==> config.mk <==
export PLATFORM = sky130hd
export DESIGN_NAME = dtr_restart
export DESIGN_NICKNAME = d
export VERILOG_FILES = /design/src/verilog/dtr_restart.v
export VERILOG_INCLUDE_DIRS = /design/src /design/src/common
export SDC_FILE = /design/constraint.sdc
export NUM_CORES = 1
export LEC_CHECK = 0
export ABC_AREA = 1
export BUFFER_PORTS_ARGS = -buffer_cell sky130_fd_sc_hd__buf_2
export CORE_MARGIN = 3
export CORE_UTILIZATION = 35
export CTS_BUF_LIST = sky130_fd_sc_hd__clkbuf_8 sky130_fd_sc_hd__clkbuf_16
export DETAILED_ROUTE_END_ITERATION = 8
export PLACE_DENSITY_LB_ADDON = 0.2
export SKIP_CTS_REPAIR_TIMING = 1
export SYNTH_ARGS = -nofsm -noshare
export SYNTH_HDL_FRONTEND = slang
export SYNTH_SLANG_ARGS = --single-unit
==> constraint.sdc <==
create_clock -name CLK -period 2.25 [get_ports CLK]
set_clock_uncertainty 0.2 [all_clocks]
set_input_delay 0.1125 -clock CLK [delete_from_list [all_inputs] [get_ports CLK]]
set_output_delay 0.1125 -clock CLK [all_outputs]
set_load 0.1 [all_outputs]
==> src/common/dtr_defines.vh <==
// Purpose: constants for the detector restart block
// Assumes: 50 MHz clock, 32-bit APB register window
// Notes: offsets are byte addresses
`ifndef DTR_DEFINES_VH
`define DTR_DEFINES_VH
// register offsets
`define DTR_OFF_CFG 12'h000
`define DTR_OFF_CTRL 12'h004
`define DTR_OFF_STAT 12'h008
`define DTR_OFF_DELAY 12'h00C
// restart settings
`define DTR_SET_NONE 2'h0
`define DTR_SET_DIS 2'h1
`define DTR_SET_DET 2'h2
`define DTR_SET_PREV 2'h3
// operating states
`define DTR_ST_IDLE 2'h0
`define DTR_ST_DIS 2'h1
`define DTR_ST_DET 2'h2
// application types
`define DTR_APP_SINGLE 2'h0
`define DTR_APP_MAIN 2'h1
// cfg field positions
`define DTR_CFG_BUS_LO 0
`define DTR_CFG_PRG_LO 2
`define DTR_CFG_APP_LO 4
`define DTR_CFG_COUPLE 6
`define DTR_CFG_BRDEP 7
`define DTR_CFG_DISTX 8
`define DTR_CFG_RST 32'h0000_0000
// ctrl bits (write 1 pulses)
`define DTR_CTL_BUSRET 0
`define DTR_CTL_PROG 1
`define DTR_CTL_MOTION 2
`define DTR_CTL_DISON 3
`define DTR_CTL_DISOFF 4
// transmission delay default, in ms
`define DTR_DELAY_MS 32'h0000_EA60
`define DTR_CLK_KHZ 32'h0000_C350
`endif

==> src/verilog/dtr_restart.v <==
// Purpose: restart behaviour of one motion detection block
// Assumes: registers over APB, single clock, sync reset
// Notes: RST models power-on only; the retained state survives RST
`timescale 1ns/1ps
`default_nettype none
`include "dtr_defines.vh"

// overview of the restart path
// two restart events exist: supply return and configuration download
// both arrive as single write pulses on the control word
// download wins when both pulse in one write
// a download never applies the previous-state option
// an inactive block ignores both events entirely
// application types other than single or main ignore them too
//
// operating states
// idle: no motion, delay timer parked at zero
// disabled: no detection, delay timer parked at zero
// detecting: delay timer counting down once per clock
//
// retained state
// saved_reg mirrors the operating state while the block runs
// it is frozen from reset until the first restart is applied
// so the previous-state option sees the state before the outage
// it is never cleared, only refreshed after the restart
// a simulator starts it unknown; the case default maps that to idle
//
// delay timer
// loaded with the full transmission delay on every detection start
// a fresh motion pulse reloads it, so detection stretches
// expiry without motion ends detection with the end telegram
// coupled operation withdraws presence instead of sending
//
// brightness handling
// independent mode when detection does not depend on brightness
// independent mode when restoring a stored detection
// independent mode when the room is below twilight level
// otherwise an uncoupled detection restart clears indep_reg to dependent mode
//
// switch-off delay
// a restart always stops it; it is never resumed by a restart
// it rearms only while the off-threshold level is seen
// and only while detection is running
// the threshold pin is synchronised, so this lags by two clocks
//
// pin inputs
// activity and both brightness levels are asynchronous levels
// each passes two flip-flops before any logic reads it
// a restart within two clocks of activation may still be skipped
//
// register bus
// zero wait states: ready is tied high
// writes land at the access edge, reactions at that same edge
// reads come from a plain mux over the held address
// unmapped reads give zero, unmapped writes do nothing
// error response is never raised
//
// telegram outputs
// start, end and disable-start are one-clock pulses
// presence and disable toward light control are levels
// disable-start telegram only when enabled in the settings word
// coupled operation forwards disable instead of sending
//
// limitations
// light control reactions are outside this block
// group switch-over and walking test appear only as inactivity
// repeated disable requests repeat the disable reaction
// a disable release returns to idle without telegrams
//
// trade-offs
// one shared timer keeps area small; no separate evaluation delay
// reset covers power-on only; the retained copy must survive it

module dtr_restart #(
    parameter IS_FIRST_BLOCK = 1,
    parameter [31:0] DELAY_CYCLES = `DTR_DELAY_MS * `DTR_CLK_KHZ
) (
    // clock and reset
    input wire CLK,
    input wire RST,
    // apb slave
    input wire PSEL,
    input wire PENABLE,
    input wire PWRITE,
    input wire [11:0] PADDR,
    input wire [31:0] PWDATA,
    output reg [31:0] PRDATA,
    output wire PREADY,
    output wire PSLVERR,
    // block status pins
    input wire BLOCK_ACTIVE,
    input wire BRIGHT_BELOW_TWILIGHT,
    input wire BRIGHT_ABOVE_OFF_THR,
    // telegram and light control outputs
    output reg TX_DET_START,
    output reg TX_DET_END,
    output reg TX_DIS_START,
    output reg PRESENCE_TO_LC,
    output reg DISABLE_TO_LC,
    output reg SWOFF_DELAY_RUN
);

    reg [31:0] cfg_reg;
    reg [1:0] state_reg;
    reg [1:0] saved_reg; // retained copy, not cleared by RST
    reg [1:0] restore_reg; // state before disable; never read, a release always returns to idle
    reg indep_reg;
    reg [31:0] delay_reg;
    reg [31:0] delay_next;
    reg [1:0] act_next;
    reg ev_busret, ev_prog;
    reg coupled, eligible, trig;
    reg hold_reg; // freezes the retained copy until a restart ran
    wire wr = PSEL && PENABLE && PWRITE;
    wire brin_1, off_1, act_1;
    reg [2:0] sync_a_reg, sync_b_reg;
    wire [1:0] bus_set = cfg_reg[`DTR_CFG_BUS_LO +: 2];
    wire [1:0] prg_set = cfg_reg[`DTR_CFG_PRG_LO +: 2];
    wire [1:0] app = cfg_reg[`DTR_CFG_APP_LO +: 2];

    // compare register address with one offset for reads and writes
    function hit;
        input [11:0] a;
        input [11:0] off;
        begin
            hit = (a == off);
        end
    endfunction

    // two-flop sync of the pin levels
    always @(posedge CLK) begin
        sync_a_reg <= {BLOCK_ACTIVE, BRIGHT_BELOW_TWILIGHT,
            BRIGHT_ABOVE_OFF_THR};
        sync_b_reg <= sync_a_reg;
    end
    assign act_1 = sync_b_reg[2];
    assign brin_1 = sync_b_reg[1];
    assign off_1 = sync_b_reg[0];

    assign PREADY = 1'b1;
    assign PSLVERR = 1'b0;

    // read mux
    always @* begin
        PRDATA = 32'h0000_0000;
        if (hit(PADDR, `DTR_OFF_CFG)) PRDATA = cfg_reg;
        else if (hit(PADDR, `DTR_OFF_STAT))
            PRDATA = {26'h000_0000, indep_reg, PRESENCE_TO_LC,
                saved_reg, state_reg};
        else if (hit(PADDR, `DTR_OFF_DELAY)) PRDATA = delay_reg;
    end

    // restart decision
    always @* begin
        ev_busret = wr && hit(PADDR, `DTR_OFF_CTRL) &&
            PWDATA[`DTR_CTL_BUSRET];
        ev_prog = wr && hit(PADDR, `DTR_OFF_CTRL) &&
            PWDATA[`DTR_CTL_PROG];
        coupled = cfg_reg[`DTR_CFG_COUPLE] && (IS_FIRST_BLOCK != 0);
        eligible = act_1 && (app == `DTR_APP_SINGLE ||
            app == `DTR_APP_MAIN);
        trig = 1'b0;
        act_next = `DTR_SET_NONE;
        if (ev_prog && eligible) begin
            trig = 1'b1;
            act_next = (prg_set == `DTR_SET_PREV) ? `DTR_SET_NONE
                : prg_set;
        end else if (ev_busret && eligible) begin
            trig = 1'b1;
            act_next = bus_set;
            if (bus_set == `DTR_SET_PREV) begin
                case (saved_reg)
                    `DTR_ST_DIS: act_next = `DTR_SET_DIS;
                    `DTR_ST_DET: act_next = `DTR_SET_DET;
                    default: act_next = `DTR_SET_NONE;
                endcase
            end
        end
    end

    // config and retained state; saved_reg has no reset on purpose
    // the copy stays frozen from reset to the first restart, else
    // the idle state after reset would overwrite the stored one
    always @(posedge CLK) begin
        if (RST) cfg_reg <= `DTR_CFG_RST;
        else if (wr && hit(PADDR, `DTR_OFF_CFG)) cfg_reg <= PWDATA;
        if (RST) hold_reg <= 1'b1;
        else if (trig) hold_reg <= 1'b0;
        if (!RST && !hold_reg) saved_reg <= state_reg;
    end

    // operating state, delay timer and outputs
    always @(posedge CLK) begin
        if (RST) begin
            state_reg <= `DTR_ST_IDLE;
            restore_reg <= `DTR_ST_IDLE;
            indep_reg <= 1'b0;
            delay_reg <= 32'h0000_0000;
            TX_DET_START <= 1'b0;
            TX_DET_END <= 1'b0;
            TX_DIS_START <= 1'b0;
            PRESENCE_TO_LC <= 1'b0;
            DISABLE_TO_LC <= 1'b0;
            SWOFF_DELAY_RUN <= 1'b0;
        end else begin
            TX_DET_START <= 1'b0;
            TX_DET_END <= 1'b0;
            TX_DIS_START <= 1'b0;
            if (trig) begin
                SWOFF_DELAY_RUN <= 1'b0;
                DISABLE_TO_LC <= 1'b0;
                case (act_next)
                    `DTR_SET_DIS: begin
                        state_reg <= `DTR_ST_DIS;
                        restore_reg <= `DTR_ST_IDLE;
                        delay_reg <= 32'h0000_0000;
                        PRESENCE_TO_LC <= 1'b0;
                        if (coupled) DISABLE_TO_LC <= 1'b1;
                        else TX_DIS_START <=
                            cfg_reg[`DTR_CFG_DISTX];
                    end
                    `DTR_SET_DET: begin
                        state_reg <= `DTR_ST_DET;
                        delay_reg <= DELAY_CYCLES;
                        if (coupled) PRESENCE_TO_LC <= 1'b1;
                        else begin
                            TX_DET_START <= 1'b1;
                            indep_reg <= ~cfg_reg[`DTR_CFG_BRDEP]
                                || (bus_set == `DTR_SET_PREV &&
                                !ev_prog) || brin_1;
                        end
                    end
                    default: begin
                        state_reg <= `DTR_ST_IDLE;
                        delay_reg <= 32'h0000_0000;
                        PRESENCE_TO_LC <= 1'b0;
                    end
                endcase
            end else begin
                // runtime motion and disable control
                if (wr && hit(PADDR, `DTR_OFF_CTRL)) begin
                    if (PWDATA[`DTR_CTL_DISON]) begin
                        restore_reg <= state_reg;
                        state_reg <= `DTR_ST_DIS;
                        delay_reg <= 32'h0000_0000;
                        if (coupled) DISABLE_TO_LC <= 1'b1;
                        else TX_DIS_START <= cfg_reg[`DTR_CFG_DISTX];
                    end else if (PWDATA[`DTR_CTL_DISOFF] &&
                            state_reg == `DTR_ST_DIS) begin
                        state_reg <= `DTR_ST_IDLE;
                        DISABLE_TO_LC <= 1'b0;
                        PRESENCE_TO_LC <= 1'b0;
                    end else if (PWDATA[`DTR_CTL_MOTION] &&
                            state_reg != `DTR_ST_DIS) begin
                        if (state_reg == `DTR_ST_IDLE)
                            TX_DET_START <= !coupled;
                        state_reg <= `DTR_ST_DET;
                        delay_reg <= DELAY_CYCLES;
                        PRESENCE_TO_LC <= coupled;
                    end
                end else if (state_reg == `DTR_ST_DET) begin
                    if (delay_reg <= 32'h0000_0001) begin
                        state_reg <= `DTR_ST_IDLE;
                        delay_reg <= 32'h0000_0000;
                        TX_DET_END <= !coupled;
                        PRESENCE_TO_LC <= 1'b0;
                    end else begin
                        delay_reg <= delay_reg - 32'h0000_0001;
                    end
                end
                // switch-off delay rearms while the threshold level is seen in detection
                if (off_1 && state_reg == `DTR_ST_DET)
                    SWOFF_DELAY_RUN <= 1'b1;
                else if (!off_1)
                    SWOFF_DELAY_RUN <= 1'b0;
            end
        end
    end

endmodule // dtr_restart
`default_nettype wire

Yosys cells after proc, flatten, opt, wreduce, memory -nomap -nowiden
Cells that the tools add are included.
Widths: inputs -> output; s select.
{"block": "word_totals", "n_memories": 0, "romBits": 0, "ff_bits": 82, "word_cells": 132, "out_inout_bits": 40, "mem_bits_rw": 0, "latchBits": 0, "inputBits": 52}
{"block": "op_classes", "n_eq_ne": 21, "n_shift": 0, "n_addsub": 1, "reduce_logical": 35, "n_bitwise": 4, "magnitude_cmp": 1, "n_mux": 56, "multipliers": 0, "n_div": 0}
{"op": "$mux 32", "n": 11}
{"op": "$le 32x1->1 const B", "n": 1}
{"op": "$mux 1", "n": 32}
{"op": "$sub 32x1->32 const B", "n": 1}
{"op": "$eq 12x4->1 const B", "n": 2}
{"op": "$mux 2", "n": 11}
{"op": "$logic_and 1x1->1", "n": 14}
{"op": "$eq 12x3->1 const B", "n": 1}
{"op": "$logic_not 12->1", "n": 1}
{"op": "$reduce_and 3->1", "n": 4}
{"op": "$eq 2x2->1 const B", "n": 5}
{"op": "$reduce_bool 3->1", "n": 3}
{"op": "$eq 2x1->1 const B", "n": 4}
{"op": "$pmux 2 s2", "n": 2}
{"op": "$ne 3x3->1 const B", "n": 2}
{"op": "$ne 5x3->1 const B", "n": 1}
{"op": "$reduce_and 5->1", "n": 1}
{"op": "$reduce_or 5->1", "n": 1}
{"op": "$logic_not 1->1", "n": 4}
{"op": "$logic_not 2->1", "n": 2}
{"op": "$ne 2x1->1 const B", "n": 2}
{"op": "$ne 4x2->1 const B", "n": 1}
{"op": "$ne 4x3->1 const B", "n": 1}
{"op": "$ne 4x4->1 const B", "n": 1}
{"op": "5 further kinds", "n": 10}

Logic depth before layout (Yosys ltp)
Gate-level depths: netlist of run 1.
{"block": "logic_depth", "word_depth": 10, "ltp_mapped": 15, "depth_no_buf": 14}

Worst setup path before layout of run 1
Ideal clock, no wire load.
{"block": "synth_timing", "kind": "in2out", "from": "input port PADDR[7]", "to": "output port PRDATA[2]", "setup_slack_ns": -0.484, "t_required_ns": 1.938, "cell_stages": 8, "arrival_time_ns": 2.421, "path_buffers": 1, "path_cell_list": "nor2_1 -> nand2_1 -> nor2_1 -> nand2_1 -> clkbuf_1 -> inv_1 -> a21oi_1 -> a21oi_1"}
{"block": "synth_between", "elab_chain_len": 4, "word_cells_on_any_way": 6, "classes_between": "2 x eq/ne; 3 x mux; 1 x reduce/logical"}
{"element": "start: declaration", "line_no": "dtr_restart.v:85", "source": "input wire [11:0] PADDR,"}
{"element": "$eq 12x4->1", "line_no": "dtr_restart.v:126", "source": "hit = (a == off);"}
{"element": "$mux 32", "line_no": "dtr_restart.v:150", "source": "else if (hit(PADDR, `DTR_OFF_DELAY)) PRDATA = delay_reg;"}
{"element": "$mux 32", "line_no": "dtr_restart.v:147", "source": "else if (hit(PADDR, `DTR_OFF_STAT))"}
{"element": "$mux 32 *", "line_no": "dtr_restart.v:146", "source": "if (hit(PADDR, `DTR_OFF_CFG)) PRDATA = cfg_reg;"}
{"element": "end: declaration", "line_no": "dtr_restart.v:87", "source": "output reg [31:0] PRDATA,"}
Mark *: on every way between the ends. The rest lies on a longest branch, timed or not.

Final worst setup path of run 1
{"block": "layout_timing", "from": "register cfg_reg[5]", "to": "register delay_reg[31]"}
{"block": "layout_between", "elab_chain_len": 9, "word_cells_on_any_way": 17, "classes_between": "4 x eq/ne; 6 x mux; 7 x reduce/logical"}
{"element": "start: declaration", "line_no": "dtr_restart.v:103", "source": "reg [31:0] cfg_reg;"}
{"element": "start signal: assignment", "line_no": "dtr_restart.v:185", "source": "if (RST) cfg_reg <= `DTR_CFG_RST;"}
{"element": "$eq 2x1->1 (no source line) or $logic_not 2->1 (tied branches)"}
{"element": "$logic_or 1x1->1 (no source line) *"}
{"element": "$logic_and 1x1->1 *", "line_no": "dtr_restart.v:160", "source": "eligible = act_1 && (app == `DTR_APP_SINGLE ||"}
{"element": "$logic_and 1x1->1", "line_no": "dtr_restart.v:168", "source": "end else if (ev_busret && eligible) begin"}
{"element": "$mux 2", "line_no": "dtr_restart.v:168"}
{"element": "$mux 2", "line_no": "dtr_restart.v:164", "source": "if (ev_prog && eligible) begin"}
{"element": "$eq 2x2->1", "line_no": "dtr_restart.v:212", "source": "case (act_next)"}
{"element": "$mux 32", "line_no": "dtr_restart.v:212"}
{"element": "$mux 32", "line_no": "dtr_restart.v:209", "source": "if (trig) begin"}
{"element": "end signal: assignment", "line_no": "dtr_restart.v:268", "source": "delay_reg <= delay_reg - 32'h0000_0001;"}
{"element": "end: declaration", "line_no": "dtr_restart.v:108", "source": "reg [31:0] delay_reg;"}
Marks and branches as above.
A chain may end at the register's enable or synchronous reset.

==> results of run 1 <==
==> final timing paths <==
path                                     from        endpoint  slack, ns  depth (start not counted)
worst max-delay path               cfg_reg[5]   delay_reg[31]       0.13                         14
worst min-delay path                      RST  PRESENCE_TO_LC       0.07                          3
worst max register to register     cfg_reg[5]   delay_reg[31]       0.13                         14
worst min register to register  sync_a_reg[2]   sync_b_reg[2]       0.13                          0
==> cell usage in the layout, fill, tap and decap left out, types with 34 or more instances in the layout <==
cell / Yosys / routed
sky130_fd_sc_hd__nor2_1: 91 / 90
sky130_fd_sc_hd__o21ai_0: 49 / 49
sky130_fd_sc_hd__buf_2: 3 / 57
sky130_fd_sc_hd__buf_12: 0 / 34
sky130_fd_sc_hd__dfxtp_1: 80 / 80
sky130_fd_sc_hd__a21oi_1: 66 / 64
sky130_fd_sc_hd__dlygate4sd3_1: 0 / 35
sky130_fd_sc_hd__inv_1: 103 / 103
sky130_fd_sc_hd__nand2_1: 176 / 173
sky130_fd_sc_hd__nand3_1: 34 / 34
==> through the flow <==
| stage | cells | hold slack [ns] | area, µm² |
|---|---|---|---|
| after detailed placement | 1006 | 0.0177 | 6010 |
| final | 1062 | 0.0724 | 6720 |
| after floorplan | 747 | -0.0598 | 4770 |
| after global routing | 1062 | 0.0879 | 6720 |
| after global placement | 1006 | 0.0148 | 6010 |
| after CTS | 1022 | -0.352 | 6310 |
==> metal layers <==
layer	track usage, %	part of all wire, %
met1	29.9	47
met3	4.98	7.1
met2	30.8	44
met4	5.46	1.8
met5	0	0
==> report_power, final <==
group          total [mW]  internal, mW  switching, mW  leakage [nW]
logic               0.245         0.111          0.134          2.26
registers            1.47          1.46        0.00255         0.665
clock network        1.51         0.889          0.621         0.145
total                3.22          2.46          0.758          3.07
==> worst max-delay path: stages, from the launching register on <==
cell                       delay, ns
sky130_fd_sc_hd__dfxtp_1        0.31
sky130_fd_sc_hd__inv_1          0.08
sky130_fd_sc_hd__nand2_2        0.08
sky130_fd_sc_hd__inv_2          0.10
sky130_fd_sc_hd__nand2_1        0.12
sky130_fd_sc_hd__nand3b_1       0.28
sky130_fd_sc_hd__buf_4          0.19
sky130_fd_sc_hd__nor2_1         0.08
sky130_fd_sc_hd__nand2_1        0.05
sky130_fd_sc_hd__o21ai_0        0.08
sky130_fd_sc_hd__buf_4          0.17
sky130_fd_sc_hd__inv_1          0.09
sky130_fd_sc_hd__o21ai_0        0.09
sky130_fd_sc_hd__nor2_1         0.07
sky130_fd_sc_hd__nor2_1         0.07
==> synthesized netlist by cell type (all sizes together) <==
| cell type | count |
|---|---|
| nand2 | 180 |
| inv | 106 |
| nor2 | 99 |
| dfxtp | 80 |
| a21oi | 67 |
| o21ai | 51 |
| nand3 | 36 |
| o22ai | 26 |
| clkbuf | 22 |
| nor3 | 21 |
| nand4 | 16 |
| xor2 | 14 |
| buf | 8 |
| o221ai | 4 |
| o211ai | 3 |
| conb | 2 |
| edfxtp | 2 |
| ha | 2 |
| nor4 | 2 |
| o2111ai | 2 |
| a31oi | 1 |
| nand3b | 1 |
| or2 | 1 |
| xnor2 | 1 |
==> area by class of cell <==
type	instances	area, µm²
Clock buffer	10	239
Sequential cell	82	1660
Timing Repair Buffer	157	1550
Inverter	106	400
Clock inverter	6	63.8
Multi-Input combinational cell	529	2590
Fill cell	1281	6260
Tap cell	172	215
==> kinds of logic after synthesis <==
logic type,synth area share (%)
AO/OA/AOI/OAI,17.7
XOR/XNOR,2.76
adder cells (fa/ha/maj),0.526
buffers and inverters,11.4
flip-flops,34.9
other,0.158
AND/OR/NAND/NOR,32.5
==> results by stage, run 1 <==
Critical path:
- The critical path data arrival time is 2.21 ns.
- The category of the worst setup path launch point is a flop.
- The critical path capture point type is a flop.
- By startpoint and endpoint, the worst setup path is classified as reg -> reg.
- The data required time at the worst endpoint is 2.34 ns.
- The largest fanout on the critical path is 5.

Floorplan:
- The die is 123 µm wide.
- The die boundary height is 123 µm.
- The core region is 0.0130 mm².
- The initial core utilization is 36.7%.
- The floorplan step defined a die boundary enclosing 0.0150 mm².
- The number of core rows is 41.
- 92 I/O pins were placed.

Timing:
- The final count of negative-setup-slack endpoints is 0.
- The least setup slack across all paths after layout is 0.128 ns.
- For the pin with the worst max-slew slack, the measured transition is 0.593 ns.
- The time the final worst path needs with I/O delays and setup is 2.12 ns.
- The hold violation total from the final report was 0.
- The final period utilization is 94.3%.
- The final number of max-transition violations is 0.
- The headroom to the max-slew limit is 60.3%.
- Summed over all failing endpoints, the final setup total negative slack is 0 ns.
- Timing would allow up to 471 MHz.

Place:
- At the end of routability-driven placement, the weighted congestion stood at 0.946.
- The post-DP HPWL is 11200 µm.
- OpenSTA, run right after detailed placement, puts the worst setup slack at 0.0289 ns.
- During placement, the flow inserted port buffers numbering 89.

Synth:
- Counting every instance in the synthesized netlist gives 747.
- Sorting the synthesized cells by area gives the leading types as sky130_fd_sc_hd__dfxtp_1 34%, sky130_fd_sc_hd__nand2_1 14%, sky130_fd_sc_hd__inv_1 8.1%.
- When the netlist entered floorplanning its net count stood at 801.
- Sequential cells were found to cover 34.9% of the synthesized design area.
- sky130_fd_sc_hd__dfxtp_1 takes more of the synthesized area than any other cell.
- The number of synthesis warnings is 0.
- The post-synthesis average cell area is 6.37 µm².
- The total standard cell area after synthesis is 0.00476 mm².
- After synthesis, the netlist uses 36 different library cells.
- Synthesis inferred 82 register bits.
- The share of the synthesized area in the top cell type is 33.6%.

CTS:
- The number of buffers on the longest clock path is 2.
- The CTS buffer count is 9.
- TritonCTS built the clock tree.
- The tree is rooted in a sky130_fd_sc_hd__clkbuf_16.
- The clock net in this run drives a total of 82 sinks.
- The deepest level of the CTS H-tree is 3.
- The clock edge transition at the registers on the reported setup and hold paths is 0.06 ns.
- The source-to-sink clock delay at the later pin of the worst-skew pair is 0.35 ns.

Final layout:
- After the last flow step, the layout net total stands at 939.
- The repair_antennas step left the layout with diodes totalling 0.
- Relative to the synthesized area, the layout overhead comes to 41.2%.
- Of the cells placed in the final design, the portion with a size suffix greater than 1 is 18.7%.
- The share of the core filled with cells is 51.8%.

Drt:
- The total via count in the routed design is 5239.
- The mean number of vias per cell is 4.93.
- The first detailed-routing pass took 6 iterations.
- The number of remaining DRC errors is 0.
- The DRC marker count from the first detailed-route iteration is 447.
- The total detailed-routing wirelength is 15300 µm.
- The remaining antenna violation count is 0.
- After detailed routing, the average wire length per cell comes to 14.4 µm.

Job:
- Across the run, the number of max-cap violations was 0.

Power:
- Summed over all cells, the static leakage comes to 3.07 nW.
- The highest ir drop seen on vdd is 467 µV.
- The power density of the placed cells is 479 mW/mm².
- The post-route total power is 3.22 mW.

GRT:
- The via count of the first global-routing pass is 4810.
- The all-layer global routing usage is 20.7%.
- The number of antenna violations at the first check in global routing is 0.
- The largest net degree at the start of global routing is 58.
- The first-pass GRT wire length is 24200 µm.
- For this run the aggregate overflow at the end of global routing stands at 0.

Status:
- The flow ran to the end, and the final reports show no timing, DRC or antenna violations.

Min path:
- The type of the tightest min-delay check is in -> reg.
(Power assumes the default switching activity.)
==> run 2: changes to the inputs <==
==> constraint.sdc (replaced) <==
create_clock -name CLK -period 2.25 [get_ports CLK]
set_clock_uncertainty 0.2 [all_clocks]
set_input_delay 0.1125 -clock CLK [delete_from_list [all_inputs] [get_ports CLK]]
set_output_delay 0.1125 -clock CLK [all_outputs]
set_load 0.05 [all_outputs]
==> run 2 against run 1 <==
Against the previous run: the flow now finishes with violations (hold timing); register-to-register slack better by 0.02 ns; fmax up 1.1%; clock-buffer cell count is the same; critical path type unchanged; critical endpoint is now delay_reg[23]; largest power group unchanged; highest routed layer unchanged.
==> results by stage, run 2 (synthesis gave the netlist of run 1 again) <==
Timing:
- The least setup slack across all paths after layout is 0.150 ns.
- The time the final worst path needs with I/O delays and setup is 2.10 ns.
- Based on the critical path, the design can be clocked at up to 476 MHz.
- Of the available clock period, the critical path in the final layout requires 93.3%.
- Setup violations remaining at the end of the flow were counted as 0.
- Setup repair after global routing left no endpoint under its margin.
- The worst hold margin is -0.0149 ns.
- Measured against its own limit, the worst slew margin works out to 59.9%.
- The hold violation total from the final report came to 2.
- The final number of max-transition violations is 0.
- The slew at the pin closest to its max-slew limit is 0.599 ns.

GRT:
- The all-layer global routing usage is 20.1%.
- The first global-routing pass estimated 23500 µm of wire.
- Entering global routing, the biggest net connects 63 pins.
- The total congestion overflow after global routing is 0.
- The number of antenna violations at the first check in global routing came to 0.
- The via count of the first global-routing pass is 4736.

Critical path:
- The worst register-to-register path has a depth of 13.
- The launching point of the worst reg2reg path is cfg_reg[5].
- The critical path launch point is cfg_reg[5].
- The critical path capture point type is a flop.
- Data on the critical path is required at its endpoint by 2.27 ns.
- STA classifies the critical path startpoint as a flop.
- The critical path is of the reg -> reg type.
- The most critical setup path has its endpoint at delay_reg[23].
- The largest fanout on the critical path is 25.
- The worst register-to-register path has a setup slack of 0.15 ns.
- For the worst setup path, the data arrival time is 2.12 ns.
- The endpoint identified for the worst register-to-register timing path is delay_reg[23].

Final layout:
- The number of antenna cells inserted is 0.
- The area overhead of the layout relative to synthesis is 31.0%.
- Leaving out fill and tap cells, the most frequent cells in the layout are 174 x sky130_fd_sc_hd__nand2_1, 104 x sky130_fd_sc_hd__inv_1, 89 x sky130_fd_sc_hd__nor2_1, 89 x sky130_fd_sc_hd__buf_2, 80 x sky130_fd_sc_hd__dfxtp_1.
- Leaving out fill and tap cells, the most frequent cell in the layout is sky130_fd_sc_hd__nand2_1.
- The share of the core filled with cells is 48.0%.
- Once layout is complete, the cells apart from fillers number 1063.
- The share of final-layout standard cells stronger than drive strength 1 is 18.3%.
- The net count of the finished layout is 940.
- The filler cells instantiated in the layout total 1337.

Place:
- Buffers placed on the I/O ports in this run total 89.
- The post-DP HPWL is 11100 µm.
- Including well taps, the total number of placed cells is 1011.
- The worst-case setup slack after placement is -0.0234 ns.
- At the end of routability-driven placement, the weighted congestion stood at 0.906.

Floorplan:
- In this run the count of I/O pins placed on the die edge is 92.
- The number of core rows is 41.
- The area of the core is 0.0130 mm².
- The die footprint is 0.0150 mm².
- The die is 123 µm wide.
- Once the floorplan was initialized, standard cells occupied 36.7% of the core.
- The die is 123 µm tall.

Min path:
- The type of the tightest min-delay check is in -> reg.

Drt:
- The detail route stage leaves a number of antenna-violating nets equal to 0.
- The detailed router placed 5291 vias in this run.
- The mean number of vias per cell is 4.98.
- The routed design has 15000 µm of wire.
- After detailed routing, the number of remaining DRC violations is 0.
- The first-pass iteration count of the detailed router is 5.
- After detailed routing, the average wire length per cell comes to 14.2 µm.
- For this block, the initial DRC count from the detailed router was 395.

Status:
- The flow ran to the end, but the final reports show violations.
- The final reports fail on hold timing.

CTS:
- The TritonCTS clock tree is yes.
- Counting along the longest clock path gives a buffer depth of 2.
- Clock tree synthesis inserted a total of 9 buffers.
- The source-to-sink clock delay at the later pin of the worst-skew pair is 0.35 ns.
- The clock edge transition at the registers on the reported setup and hold paths is 0.06 ns.
- In this run the clock root is driven by a sky130_fd_sc_hd__clkbuf_16.
- The total clock sinks is 82.
- The deepest level of the CTS H-tree is 3.

Power:
- The highest ir drop seen on vdd is 441 µV.
- The leakage power figure is 3.00 nW.
- Dividing total power by cell area gives a power density of 515 mW/mm².

Job:
- The number of maximum-capacitance violations is 0.
==> run 2: power breakdown <==
part	switching, mW	internal, mW
combinational	0.127	0.115
sequential	0.00220	1.46
clock	0.624	0.883
==> run 2: worst max-delay path, cell delays in order, from the launching register on <==
cell                       delay, ns
sky130_fd_sc_hd__dfxtp_1        0.32
sky130_fd_sc_hd__inv_1          0.06
sky130_fd_sc_hd__nand2_1        0.13
sky130_fd_sc_hd__inv_2          0.05
sky130_fd_sc_hd__nand2_1        0.11
sky130_fd_sc_hd__nand3b_1       0.20
sky130_fd_sc_hd__nand2_2        0.12
sky130_fd_sc_hd__nor2_4         0.12
sky130_fd_sc_hd__nand2_4        0.06
sky130_fd_sc_hd__nand2_4        0.12
sky130_fd_sc_hd__buf_6          0.26
sky130_fd_sc_hd__nand2_1        0.07
sky130_fd_sc_hd__nand2_1        0.09
sky130_fd_sc_hd__a21oi_1        0.05
==> run 2: metal layers <==
layer  routed length (µm)  up-vias  GRT usage, %  part of all wire, %
met5                    0        -             0                    0
met4                  229        0          6.65                  1.5
met3                  870       23          3.92                  5.8
met2                 6650      175          31.0                   44
met1                 7290     2401          28.1                   48
li1                     -     2692             -                    -
==> run 2: worst min path at each step <==
stage	start	endpoint	depth (start not counted)
after floorplan	BRIGHT_ABOVE_OFF_THR	sync_a_reg[0]	0
after CTS	BRIGHT_BELOW_TWILIGHT	sync_a_reg[1]	1
after global placement	BRIGHT_ABOVE_OFF_THR	sync_a_reg[0]	1
final	PWRITE	cfg_reg[4]	5
after detailed placement	BRIGHT_ABOVE_OFF_THR	sync_a_reg[0]	1
after global routing	PWRITE	cfg_reg[4]	5
==> run 2: final cells by class <==
class,instances,area [µm²],share of cell area [%]
Clock inverter,6,58.8,0.943
Sequential cell,82,1660,26.6
Clock buffer,10,239,3.83
Timing Repair Buffer,158,1080,17.3
Inverter,106,398,6.38
Multi-Input combinational cell,529,2580,41.4
Tap cell,172,215,3.45
==> run 2: metrics by stage <==
step | area [µm²] | TNS (ns) | power, mW
after global routing | 6240 | 0 | 3.31
after floorplan | 4760 | 0 | 1.60
after detailed placement | 5550 | -0.0861 | 1.69
after CTS | 5850 | -0.181 | 3.19
after global placement | 5550 | -0.000843 | 1.69
final | 6240 | 0 | 3.21
